[src/logic/sys_integ_defines.vh]
`ifndef SYS_INTEG_DEFINES_VH
`define SYS_INTEG_DEFINES_VH

// Register addresses (word index on the plain port)
`define ADDR_CONTROL 4'h0
`define ADDR_STATUS 4'h1
`define ADDR_PCE 4'h2
`define ADDR_SECURITY 4'h3

// Control register fields
`define CTRL_STOP_DIS_TEMP 0
`define CTRL_WAIT_DIS_TEMP 1
`define CTRL_STOP_DIS_PERM 2
`define CTRL_WAIT_DIS_PERM 3
`define CTRL_SW_RESET 4
`define CTRL_RESET 16'h0000

// Peripheral clock enable reset value
`define PCE_RESET 16'hffff

// Power modes
`define MODE_RUN 2'h0
`define MODE_WAIT 2'h1
`define MODE_STOP 2'h2

// Boot modes
`define BOOT_INTERNAL 2'h0
`define BOOT_EXTERNAL 2'h1
`define BOOT_SECURE 2'h2

// Secure boot vector
`define SECURE_BOOT_ADDR 24'h020000

// Timing: power-on stretch of 2^21 cycles, then 32-cycle windows
`define POR_STRETCH_CYCLES 2097152
`define WINDOW_CYCLES 32
`define SYSTEM_CLOCK_MHZ 125

// Security byte pattern that leaves the device unsecured
`define SEC_UNLOCK_PATTERN 16'hfffe

`endif

[src/logic/sync2.v]
`timescale 1ns/1ps
module sync2 #(
    parameter RESET_VAL = 1'b0
) (
    input wire ref_clk,
    input wire rst_b,
    input wire d,
    output reg q
);
    reg meta_q;

    always @(posedge ref_clk) begin
        if (!rst_b) begin
            meta_q <= RESET_VAL;
            q <= RESET_VAL;
        end else begin
            meta_q <= d;
            q <= meta_q;
        end
    end
endmodule // sync2

[src/logic/system_integration_unit.v]
// How it works
// - Run mode keeps core, memory and peripheral clocks enabled.
// - Wait mode gates core and memory clocks, peripherals keep running.
// - An unmasked peripheral interrupt in Wait returns the core to Run.
// - Stop exits only on CAN wake, async interrupt, watchdog, software, external or power-on reset.
// - All peripherals but the watchdog use the peripheral bus clock.
// - Control register disables Stop/Wait temporarily or until next reset.
// - Four reset sources: pin and power-on async, software and watchdog sync.
// - Power-on reset is stretched 2^21 clocks for clock settling.
// - Then three 32-clock windows: clocks, peripherals, core; then code runs.
// - Internal resets always release on a rising system clock edge.
// - Security comes from two nonvolatile flash bytes, persistent.
// - Secured: no external program space, no external boot, no core debug.
// - Boot selects internal, external or secure; secure boots at 0x02_0000.
// - Secured device ignores the external boot select pin.
// - Chip-level TAP is active after boot.
// - Core debug memory read disable is loaded from security bytes at reset.
// - Peripheral and system clocks run at half the master clock.
`timescale 1ns/1ps
`include "sys_integ_defines.vh"
module system_integration_unit #(
    parameter POR_CYCLES = `POR_STRETCH_CYCLES
) (
    input wire ref_clk,
    input wire rst_b,
    input wire por_b,
    input wire ext_reset_b,
    input wire watchdog_timer_reset,
    input wire external_boot_select_pin,
    input wire [15:0] sec_byte_pair,
    input wire stop_req,
    input wire wait_req,
    input wire periph_irq,
    input wire can_wake,
    input wire async_irq,
    input wire [3:0] addr,
    input wire [15:0] wdata,
    input wire wr_en,
    input wire rd_en,
    output reg [15:0] rdata,
    output reg master_div_q,
    output reg core_clk_en,
    output reg mem_clk_en,
    output reg periph_clk_en,
    output reg [15:0] periph_pce,
    output reg core_reset_b,
    output reg periph_reset_b,
    output reg clk_start,
    output reg [1:0] boot_mode,
    output reg [23:0] boot_vector,
    output reg ext_pspace_en,
    output reg core_debug_port_en,
    output reg mem_read_dis,
    output reg tap_active,
    output reg [1:0] power_mode,
    output reg stop_ack
);
    localparam ST_POR = 3'h0;
    localparam ST_CLK = 3'h1;
    localparam ST_PER = 3'h2;
    localparam ST_CORE = 3'h3;
    localparam ST_RUN = 3'h4;

    localparam WIN_LAST = `WINDOW_CYCLES - 1;

    wire por_sync;
    wire ext_sync;
    wire boot_pin_sync;
    wire can_sync;
    wire airq_sync;

    // Asynchronous sources pass two flops; assertion seen in two cycles
    sync2 #(
        .RESET_VAL(1'b0)
    ) u_por (
        .ref_clk(ref_clk),
        .rst_b(rst_b),
        .d(~por_b),
        .q(por_sync)
    );
    sync2 #(
        .RESET_VAL(1'b0)
    ) u_ext (
        .ref_clk(ref_clk),
        .rst_b(rst_b),
        .d(~ext_reset_b),
        .q(ext_sync)
    );
    sync2 #(
        .RESET_VAL(1'b0)
    ) u_boot (
        .ref_clk(ref_clk),
        .rst_b(rst_b),
        .d(external_boot_select_pin),
        .q(boot_pin_sync)
    );
    sync2 #(
        .RESET_VAL(1'b0)
    ) u_can (
        .ref_clk(ref_clk),
        .rst_b(rst_b),
        .d(can_wake),
        .q(can_sync)
    );
    sync2 #(
        .RESET_VAL(1'b0)
    ) u_airq (
        .ref_clk(ref_clk),
        .rst_b(rst_b),
        .d(async_irq),
        .q(airq_sync)
    );

    reg [15:0] ctrl_q;
    reg [15:0] pce_q;
    reg sw_reset_q;
    reg por_seen_q;
    reg [2:0] state_q;
    reg [21:0] cnt_q;
    reg secure_q;
    reg [1:0] mode_q;

    wire any_reset = por_sync | ext_sync | watchdog_timer_reset | sw_reset_q;
    wire stop_dis = ctrl_q[`CTRL_STOP_DIS_TEMP] | ctrl_q[`CTRL_STOP_DIS_PERM];
    wire wait_dis = ctrl_q[`CTRL_WAIT_DIS_TEMP] | ctrl_q[`CTRL_WAIT_DIS_PERM];
    wire sec_now = (sec_byte_pair != `SEC_UNLOCK_PATTERN);
    wire running = (state_q == ST_RUN);

    // Security and boot are sampled once, as the peripherals leave reset
    wire latch_now = (state_q == ST_PER) && (cnt_q == 22'h000000);

    // Core and memory clocks only in Run, peripherals lose theirs only in Stop
    wire core_gate_on = clk_start && (mode_q == `MODE_RUN);
    wire periph_gate_on = clk_start && (mode_q != `MODE_STOP);

    // Master clock divided by two for core and peripheral clocks
    always @(posedge ref_clk) begin
        if (!rst_b) begin
            master_div_q <= 1'b0;
        end else begin
            master_div_q <= ~master_div_q;
        end
    end

    // Control and clock enable registers
    always @(posedge ref_clk) begin
        if (!rst_b) begin
            ctrl_q <= `CTRL_RESET;
            pce_q <= `PCE_RESET;
            sw_reset_q <= 1'b0;
        end else begin
            sw_reset_q <= 1'b0;
            if (any_reset) begin
                // Permanent disables last only until the next reset
                ctrl_q <= `CTRL_RESET;
                pce_q <= `PCE_RESET;
            end else if (wr_en) begin
                if (addr == `ADDR_CONTROL) begin
                    ctrl_q[`CTRL_STOP_DIS_TEMP] <= wdata[`CTRL_STOP_DIS_TEMP];
                    ctrl_q[`CTRL_WAIT_DIS_TEMP] <= wdata[`CTRL_WAIT_DIS_TEMP];
                    // Permanent bits are write-one only
                    ctrl_q[`CTRL_STOP_DIS_PERM] <= ctrl_q[`CTRL_STOP_DIS_PERM] |
                        wdata[`CTRL_STOP_DIS_PERM];
                    ctrl_q[`CTRL_WAIT_DIS_PERM] <= ctrl_q[`CTRL_WAIT_DIS_PERM] |
                        wdata[`CTRL_WAIT_DIS_PERM];
                    sw_reset_q <= wdata[`CTRL_SW_RESET];
                end
                if (addr == `ADDR_PCE) begin
                    pce_q <= wdata;
                end
            end
        end
    end

    // Reset release sequencer
    always @(posedge ref_clk) begin
        if (!rst_b) begin
            state_q <= ST_POR;
            cnt_q <= 22'h000000;
            por_seen_q <= 1'b1;
        end else if (any_reset) begin
            // Restart from the top on any new assertion
            state_q <= ST_POR;
            cnt_q <= 22'h000000;
            por_seen_q <= por_seen_q | por_sync;
        end else begin
            case (state_q)
                ST_POR: begin
                    // Only a power-on reset earns the long stretch
                    if (!por_seen_q || cnt_q == POR_CYCLES[21:0] - 22'h000001) begin
                        state_q <= ST_CLK;
                        cnt_q <= 22'h000000;
                        por_seen_q <= 1'b0;
                    end else begin
                        cnt_q <= cnt_q + 22'h000001;
                    end
                end
                ST_CLK, ST_PER, ST_CORE: begin
                    if (cnt_q == WIN_LAST) begin
                        state_q <= state_q + 3'h1;
                        cnt_q <= 22'h000000;
                    end else begin
                        cnt_q <= cnt_q + 22'h000001;
                    end
                end
                ST_RUN: begin
                    cnt_q <= 22'h000000;
                end
                default: begin
                    state_q <= ST_POR;
                    cnt_q <= 22'h000000;
                end
            endcase
        end
    end

    // Registered reset outputs, released on the clock edge
    // so no internal reset ever lets go between two edges
    always @(posedge ref_clk) begin
        if (!rst_b) begin
            clk_start <= 1'b0;
            periph_reset_b <= 1'b0;
            core_reset_b <= 1'b0;
        end else begin
            clk_start <= !any_reset && (state_q >= ST_CLK);
            periph_reset_b <= !any_reset && (state_q >= ST_PER);
            core_reset_b <= !any_reset && (state_q >= ST_CORE);
        end
    end

    // Security and boot mode latch during the peripheral release window
    always @(posedge ref_clk) begin
        if (!rst_b) begin
            secure_q <= 1'b1;
            boot_mode <= `BOOT_SECURE;
            boot_vector <= `SECURE_BOOT_ADDR;
            ext_pspace_en <= 1'b0;
            core_debug_port_en <= 1'b0;
            mem_read_dis <= 1'b1;
        end else begin
            if (latch_now) begin
                secure_q <= sec_now;
                mem_read_dis <= sec_now;
                core_debug_port_en <= !sec_now;
                ext_pspace_en <= !sec_now;
                if (sec_now) begin
                    // Boot pin ignored when secured
                    boot_mode <= `BOOT_SECURE;
                    boot_vector <= `SECURE_BOOT_ADDR;
                end else if (boot_pin_sync) begin
                    boot_mode <= `BOOT_EXTERNAL;
                    boot_vector <= 24'h000000;
                end else begin
                    boot_mode <= `BOOT_INTERNAL;
                    boot_vector <= `SECURE_BOOT_ADDR;
                end
            end
        end
    end

    // The test port comes up together with the core at the end of boot
    always @(posedge ref_clk) begin
        if (!rst_b) begin
            tap_active <= 1'b0;
        end else begin
            tap_active <= !any_reset && (state_q >= ST_CORE);
        end
    end

    // Power mode state
    always @(posedge ref_clk) begin
        if (!rst_b) begin
            mode_q <= `MODE_RUN;
        end else if (!running || any_reset) begin
            mode_q <= `MODE_RUN;
        end else begin
            case (mode_q)
                `MODE_RUN: begin
                    if (stop_req && !stop_dis) begin
                        mode_q <= `MODE_STOP;
                    end else if (wait_req && !wait_dis) begin
                        mode_q <= `MODE_WAIT;
                    end
                end
                `MODE_WAIT: begin
                    if (periph_irq || airq_sync) begin
                        mode_q <= `MODE_RUN;
                    end
                end
                `MODE_STOP: begin
                    // Resets are handled above; CAN wake drops the first frame
                    if (can_sync || airq_sync) begin
                        mode_q <= `MODE_RUN;
                    end
                end
                default: begin
                    mode_q <= `MODE_RUN;
                end
            endcase
        end
    end

    // Clock gates derived from mode
    always @(posedge ref_clk) begin
        if (!rst_b) begin
            core_clk_en <= 1'b0;
            mem_clk_en <= 1'b0;
            periph_clk_en <= 1'b0;
            periph_pce <= 16'h0000;
            power_mode <= `MODE_RUN;
            stop_ack <= 1'b0;
        end else begin
            core_clk_en <= core_gate_on;
            mem_clk_en <= core_gate_on;
            periph_clk_en <= periph_gate_on;
            periph_pce <= periph_gate_on ? pce_q : 16'h0000;
            power_mode <= mode_q;
            stop_ack <= (mode_q == `MODE_STOP);
        end
    end

    // Read views of the control, status and security words
    wire [15:0] control_word = {12'h000, ctrl_q[3:0]};
    wire [15:0] status_word = {9'h000, state_q, 2'h0, mode_q};
    wire [15:0] security_word = {12'h000, boot_mode, 1'b0, secure_q};

    // Register reads, data one cycle after the strobe
    always @(posedge ref_clk) begin
        if (!rst_b) begin
            rdata <= 16'h0000;
        end else if (rd_en) begin
            case (addr)
                `ADDR_CONTROL: rdata <= control_word;
                `ADDR_STATUS: rdata <= status_word;
                `ADDR_PCE: rdata <= pce_q;
                `ADDR_SECURITY: rdata <= security_word;
                default: rdata <= 16'h0000;
            endcase
        end else begin
            rdata <= 16'h0000;
        end
    end
endmodule // system_integration_unit

[config.mk]
export PLATFORM = sky130hd
export DESIGN_NAME = system_integration_unit
export DESIGN_NICKNAME = d
export VERILOG_FILES = /design/src/logic/sync2.v /design/src/logic/system_integration_unit.v
export VERILOG_INCLUDE_DIRS = /design/src /design/src/logic
export SDC_FILE = /design/constraint.sdc
export NUM_CORES = 1
export LEC_CHECK = 0
export ABC_AREA = 1
export BUFFER_PORTS_ARGS = -buffer_cell sky130_fd_sc_hd__buf_2
export CORE_ASPECT_RATIO = 0.6
export CORE_MARGIN = 2
export CORE_UTILIZATION = 55
export DETAILED_ROUTE_END_ITERATION = 8
export PLACE_DENSITY = 0.88
export SETUP_SLACK_MARGIN = 0.5
export SLEW_MARGIN = 20
export SYNTH_ARGS = -nofsm -noshare
export SYNTH_HDL_FRONTEND = slang
export SYNTH_SLANG_ARGS = --single-unit
[constraint.sdc]
create_clock -name ref_clk -period 4.5 [get_ports ref_clk]
set_input_delay 1.35 -clock ref_clk [delete_from_list [all_inputs] [get_ports ref_clk]]
set_output_delay 1.35 -clock ref_clk [all_outputs]
set_load 0.01 [all_outputs]
After elaboration in Yosys (flattened, before gate mapping):

Cells that the tools add are included.

* $add $sub $neg: 2
* magnitude comparators: 3
* equality and inequality tests: 18
* mux-type cells: 19
* bitwise operators: 15
* reductions and logical operators: 35

Operators by type and width (number)
* $pmux 16 s4: 1
* $mux 22: 2
* $pmux 22 s2: 1
* $mux 18: 2
* $add 22x1->22 const B: 1
* $eq 22x21->1 const B: 1
* $eq 22x5->1 const B: 1
* $logic_not 22->1: 1
* $ne 16x16->1 const B: 1
* $mux 2: 5
* $ne 2x2->1 const B: 5
* $reduce_and 2->1: 5
* $pmux 3 s3: 1
* $eq 4x2->1 const B: 2
* $logic_and 1x1->1: 8
* $or 1x1->1: 8
* $not 1->1: 7
* $eq 3x2->1 const B: 2
* $ge 3x2->1 const B: 2
* $logic_not 1->1: 6
* $mux 3: 2
* $pmux 2 s3: 1
* $reduce_and 3->1: 2
* $eq 4x1->1 const B: 1
* other kinds (16): 24

* flip-flop bits (word level): 128
* input port bits: 49
* output and inout bits: 72
* word-level logic and storage cells: 123

Depth between registers and ports, before layout:

* depth in word-level cells: 6
* depth in mapped cells: 11
* depth with buffers taken out: 11

Modules after synthesis:

A second synthesis with hierarchy kept.

* cell total of the unflattened synthesis: 547
* area total of the unflattened synthesis: 4269.1 µm²

Modules (own cells, without submodules)
* system_integration_unit: times used 1, cells an instance 517, area each 3993.8 µm²
* sync2: times used 5, cells an instance 6, area each 55.1 µm²

Worst setup path before layout:

No wires, ideal clock.

* path kind: input to register
* start point: input addr[3]
* end point: register pce_q[0]
* arrival time: 2.213 ns
* data required time: 4.362 ns
* slack: 2.149 ns
* stages: 5
* path buffers: 1
* cell sequence: nor2_1 nand3_1 nor2_2 buf_2 o211ai_1

* word-level cells in the longest chain between the ends: 2

RTL lines
* start, declared: RTL line system_integration_unit.v:36 `input wire [3:0] addr,`
* $eq 4x2->1
* $reduce_and 2->1 (no line)
* end signal, assigned: RTL line system_integration_unit.v:149 `` pce_q <= `PCE_RESET; ``
* end signal, assigned: RTL line system_integration_unit.v:156 `` pce_q <= `PCE_RESET; ``
* end signal, assigned: RTL line system_integration_unit.v:169 `pce_q <= wdata;`
* end, declared: RTL line system_integration_unit.v:115 `reg [15:0] pce_q;`

No other way between the ends.
A chain may end at the register's enable or synchronous reset.

Worst setup path after layout:

* start point: input rst_b
* end point: register cnt_q[3]

* word-level cells in the longest chain between the ends: 2

RTL lines
* start, declared: RTL line system_integration_unit.v:25 `input wire rst_b,`
* $not 1->1 (no line)
* $reduce_or 2->1 (no line)
* end signal, assigned: RTL line system_integration_unit.v:195 `cnt_q <= cnt_q + 22'h000001;`
* end signal, assigned: RTL line system_integration_unit.v:203 `cnt_q <= cnt_q + 22'h000001;`
* end, declared: RTL line system_integration_unit.v:119 `reg [21:0] cnt_q;`

No other way between the ends.

==> results.sh <==
export IMPL_finalHoldViolations=0
export IMPL_dieArea_um2=8630
export IMPL_yosysUniqueCellTypes=38
export IMPL_slew_viol_final=0
export IMPL_worstMarginPinSlew_ns=0.716
export IMPL_numPortBuffers=97
export IMPL_p_per_area_nw_per_um2=345
export IMPL_clock_skew_ns=0.00499
export IMPL_ant_nets=0
export IMPL_nNetsFinal=704
export IMPL_cap_violations=0
export IMPL_antenna_found_initial=0
export IMPL_initial_core_util_pct=55.9
export IMPL_netlist_instances=555
export IMPL_reg2reg_depth=7
export IMPL_drt_pass1_iter_count=6
export IMPL_dp_cells=746
export IMPL_final_cells=762
export IMPL_dp_hpwl_um=7720
export IMPL_synth_top_cells_by_area="dfxtp_1, nand2_1, nor2_1"
export IMPL_fin_area_um2=5080
export IMPL_final_common_cell="dfxtp_1"
export IMPL_core_um2=7760
export IMPL_gr_total_overflow=0
export IMPL_grt_max_degree=25
export IMPL_num_antenna_cells=0
export IMPL_fmax_mhz=347
export IMPL_fill_cells=644
export IMPL_met2_length_um=4690
export IMPL_cts_buffers=9
export IMPL_cp_required_ns=4.76
export IMPL_grt_pass1_vias=3550
export IMPL_peakVddDrop_v=0.000261
export IMPL_drt_drc_violations_left=0
export IMPL_status="finished, final reports clean"
export IMPL_drive_gt1_share_pct=21.6
export IMPL_cts_root_buf="clkbuf_16"
export IMPL_yosys_area_top_type="dfxtp_1"
export IMPL_clock_path_buffers=2
export IMPL_postCtsSetupBuffers=0
export IMPL_rsz0062_at_grt="no"
export IMPL_wire_per_inst_um=13.5
export IMPL_timing_final_crit_share_pct=64.1
export IMPL_synth_edf_count=0
export IMPL_clk_latency_ns=0.34
export IMPL_pre_cts_ws_ns=1.32
export IMPL_highest_layer="met4"
export IMPL_finalSetupViolations=0
export IMPL_hp_class="reg -> reg"
export IMPL_htreeDepth=3
export IMPL_cp_end_kind="register"
export IMPL_routed_via_count=3907
export IMPL_layout_common_cells="dfxtp_1, buf_2, nand2_1"
export IMPL_synth_area_um2=4340
export IMPL_syn_avg_cell_area_um2=7.81
export IMPL_worst_ep_arrival_time_ns=3.15
export IMPL_gp_congestion=0.893
export IMPL_yosysWarnings=0
export IMPL_ys_flop_type="dfxtp_1"
export IMPL_drt_initial_drc_count=334
export IMPL_crit_type="in -> reg"
export IMPL_design_portCount=121
export IMPL_grt_total_usage_pct=24.2
export IMPL_clk_pin_slew_ns=0.06
export IMPL_grt_pass1_wl_um=16600
export IMPL_cts_sinks=104
export IMPL_placed_area_um2=4800
export IMPL_start_kind="input pin"
export IMPL_cts_tree="done"
export IMPL_vias_per_cell=5.13
export IMPL_postLayoutCoreUtil_pct=65.5
export IMPL_whs_path_depth=2
export IMPL_wl_met1_um=4550
export IMPL_worstPathMaxFanout=24
export IMPL_relSlewSlack_pct=52.1
export IMPL_ctsResizeCount=0
export IMPL_fp_dieW_um=119
export IMPL_seq_area_frac_synth_pct=48.0
export IMPL_synth_top_area_share_pct=48.0
export IMPL_die_h_um=72.8
export IMPL_wirelength_um=10300
export IMPL_synth_seq_cells=104
export IMPL_setup_ws_ns=1.61
export IMPL_met3_wirelength_um=924
export IMPL_area_growth_syn_to_layout_pct=17.3
export IMPL_num_rows=25
export IMPL_setup_tns_ns=0
export IMPL_synth_async_reset_ratio_pct=0
export IMPL_min_period_ns=2.89
export IMPL_ctsHoldBuffers=0
export IMPL_leakagePower_nw=2.54
## layout make-up
class	instances	area (um2)	area share, %
clock buffer	14	274	5.39
multi-input combinational	348	1750	34.5
tap	108	135	2.66
sequential	104	2080	41.0
inverter	87	327	6.42
clock inverter	2	12.5	0.246
timing repair buffer	99	500	9.84
## cells by family after synthesis
kind of cell	share of synthesized area, %
buf+inv	13.4
fa+ha+maj	1.73
flops	48.0
other cells	0.0865
xor+xnor	1.01
compound gates	8.25
simple gates	27.4
## final timing paths
| check | slack, ns | to | from |
|---|---|---|---|
| hold / removal | 0.41 | u_por.q | u_por.meta_q |
| hold reg to reg | 0.41 | u_por.q | u_por.meta_q |
| setup / recovery | 1.61 | cnt_q[3] | rst_b |
| setup reg to reg | 2.50 | cnt_q[3] | u_por.q |
## flip-flops by register name, summed over array words and instances, names as in the netlist, 2 cells and up
name        cells
power_mode      2
cnt_q          22
boot_mode       2
mode_q          2
ctrl_q          4
state_q         3
pce_q          16
periph_pce     16
rdata          16
## power by group
group | total [mW] | leakage (nW) | internal (mW) | switching [mW]
clock | 0.741 | 0.139 | 0.420 | 0.321
sequential | 0.932 | 0.841 | 0.929 | 0.00341
combinational | 0.0807 | 1.56 | 0.0277 | 0.0530
## per-stage QoR
| stage | hold WS [ns] | power (mW) |
|---|---|---|
| finish | 0.415 | 1.75 |
| floorplan | 0.390 | 1.01 |
| global placement | 0.397 | 1.03 |
| detailed placement | 0.401 | 1.03 |
| CTS | 0.417 | 1.76 |
| global route | 0.435 | 1.81 |
## Yosys cell counts, types with 2 or more instances
library cell,instances
o221ai_1,3
buf_1,3
nand4_1,12
nand3_2,3
inv_1,81
nor3_2,2
nand3_4,2
nand3b_1,3
nand2_4,3
o21ai_1,2
nand3_1,21
clkbuf_1,3
xor2_1,3
nor2_4,4
nor2_1,84
nor3_1,22
inv_2,6
o21ai_0,12
ha_1,6
o211ai_1,17
a21oi_1,19
dfxtp_1,104
buf_4,27
nand2_2,5
xnor2_1,2
buf_2,4
nand2_1,91
## layer usage
layer | vias up | global-route usage [%]
li1 | 1897 | -
met1 | 1791 | 33.0
met2 | 205 | 38.8
met3 | 14 | 5.31
met4 | 0 | 8.07
met5 | - | 0
## critical path, cell delays in order
cell,delay [ns]
buf_2,0.32
nand3_2,0.21
inv_1,0.58
o21ai_1,0.23
inv_2,0.13
nand2_4,0.14
nor3_1,0.17
Note: power is estimated with default switching activity, not from simulation.
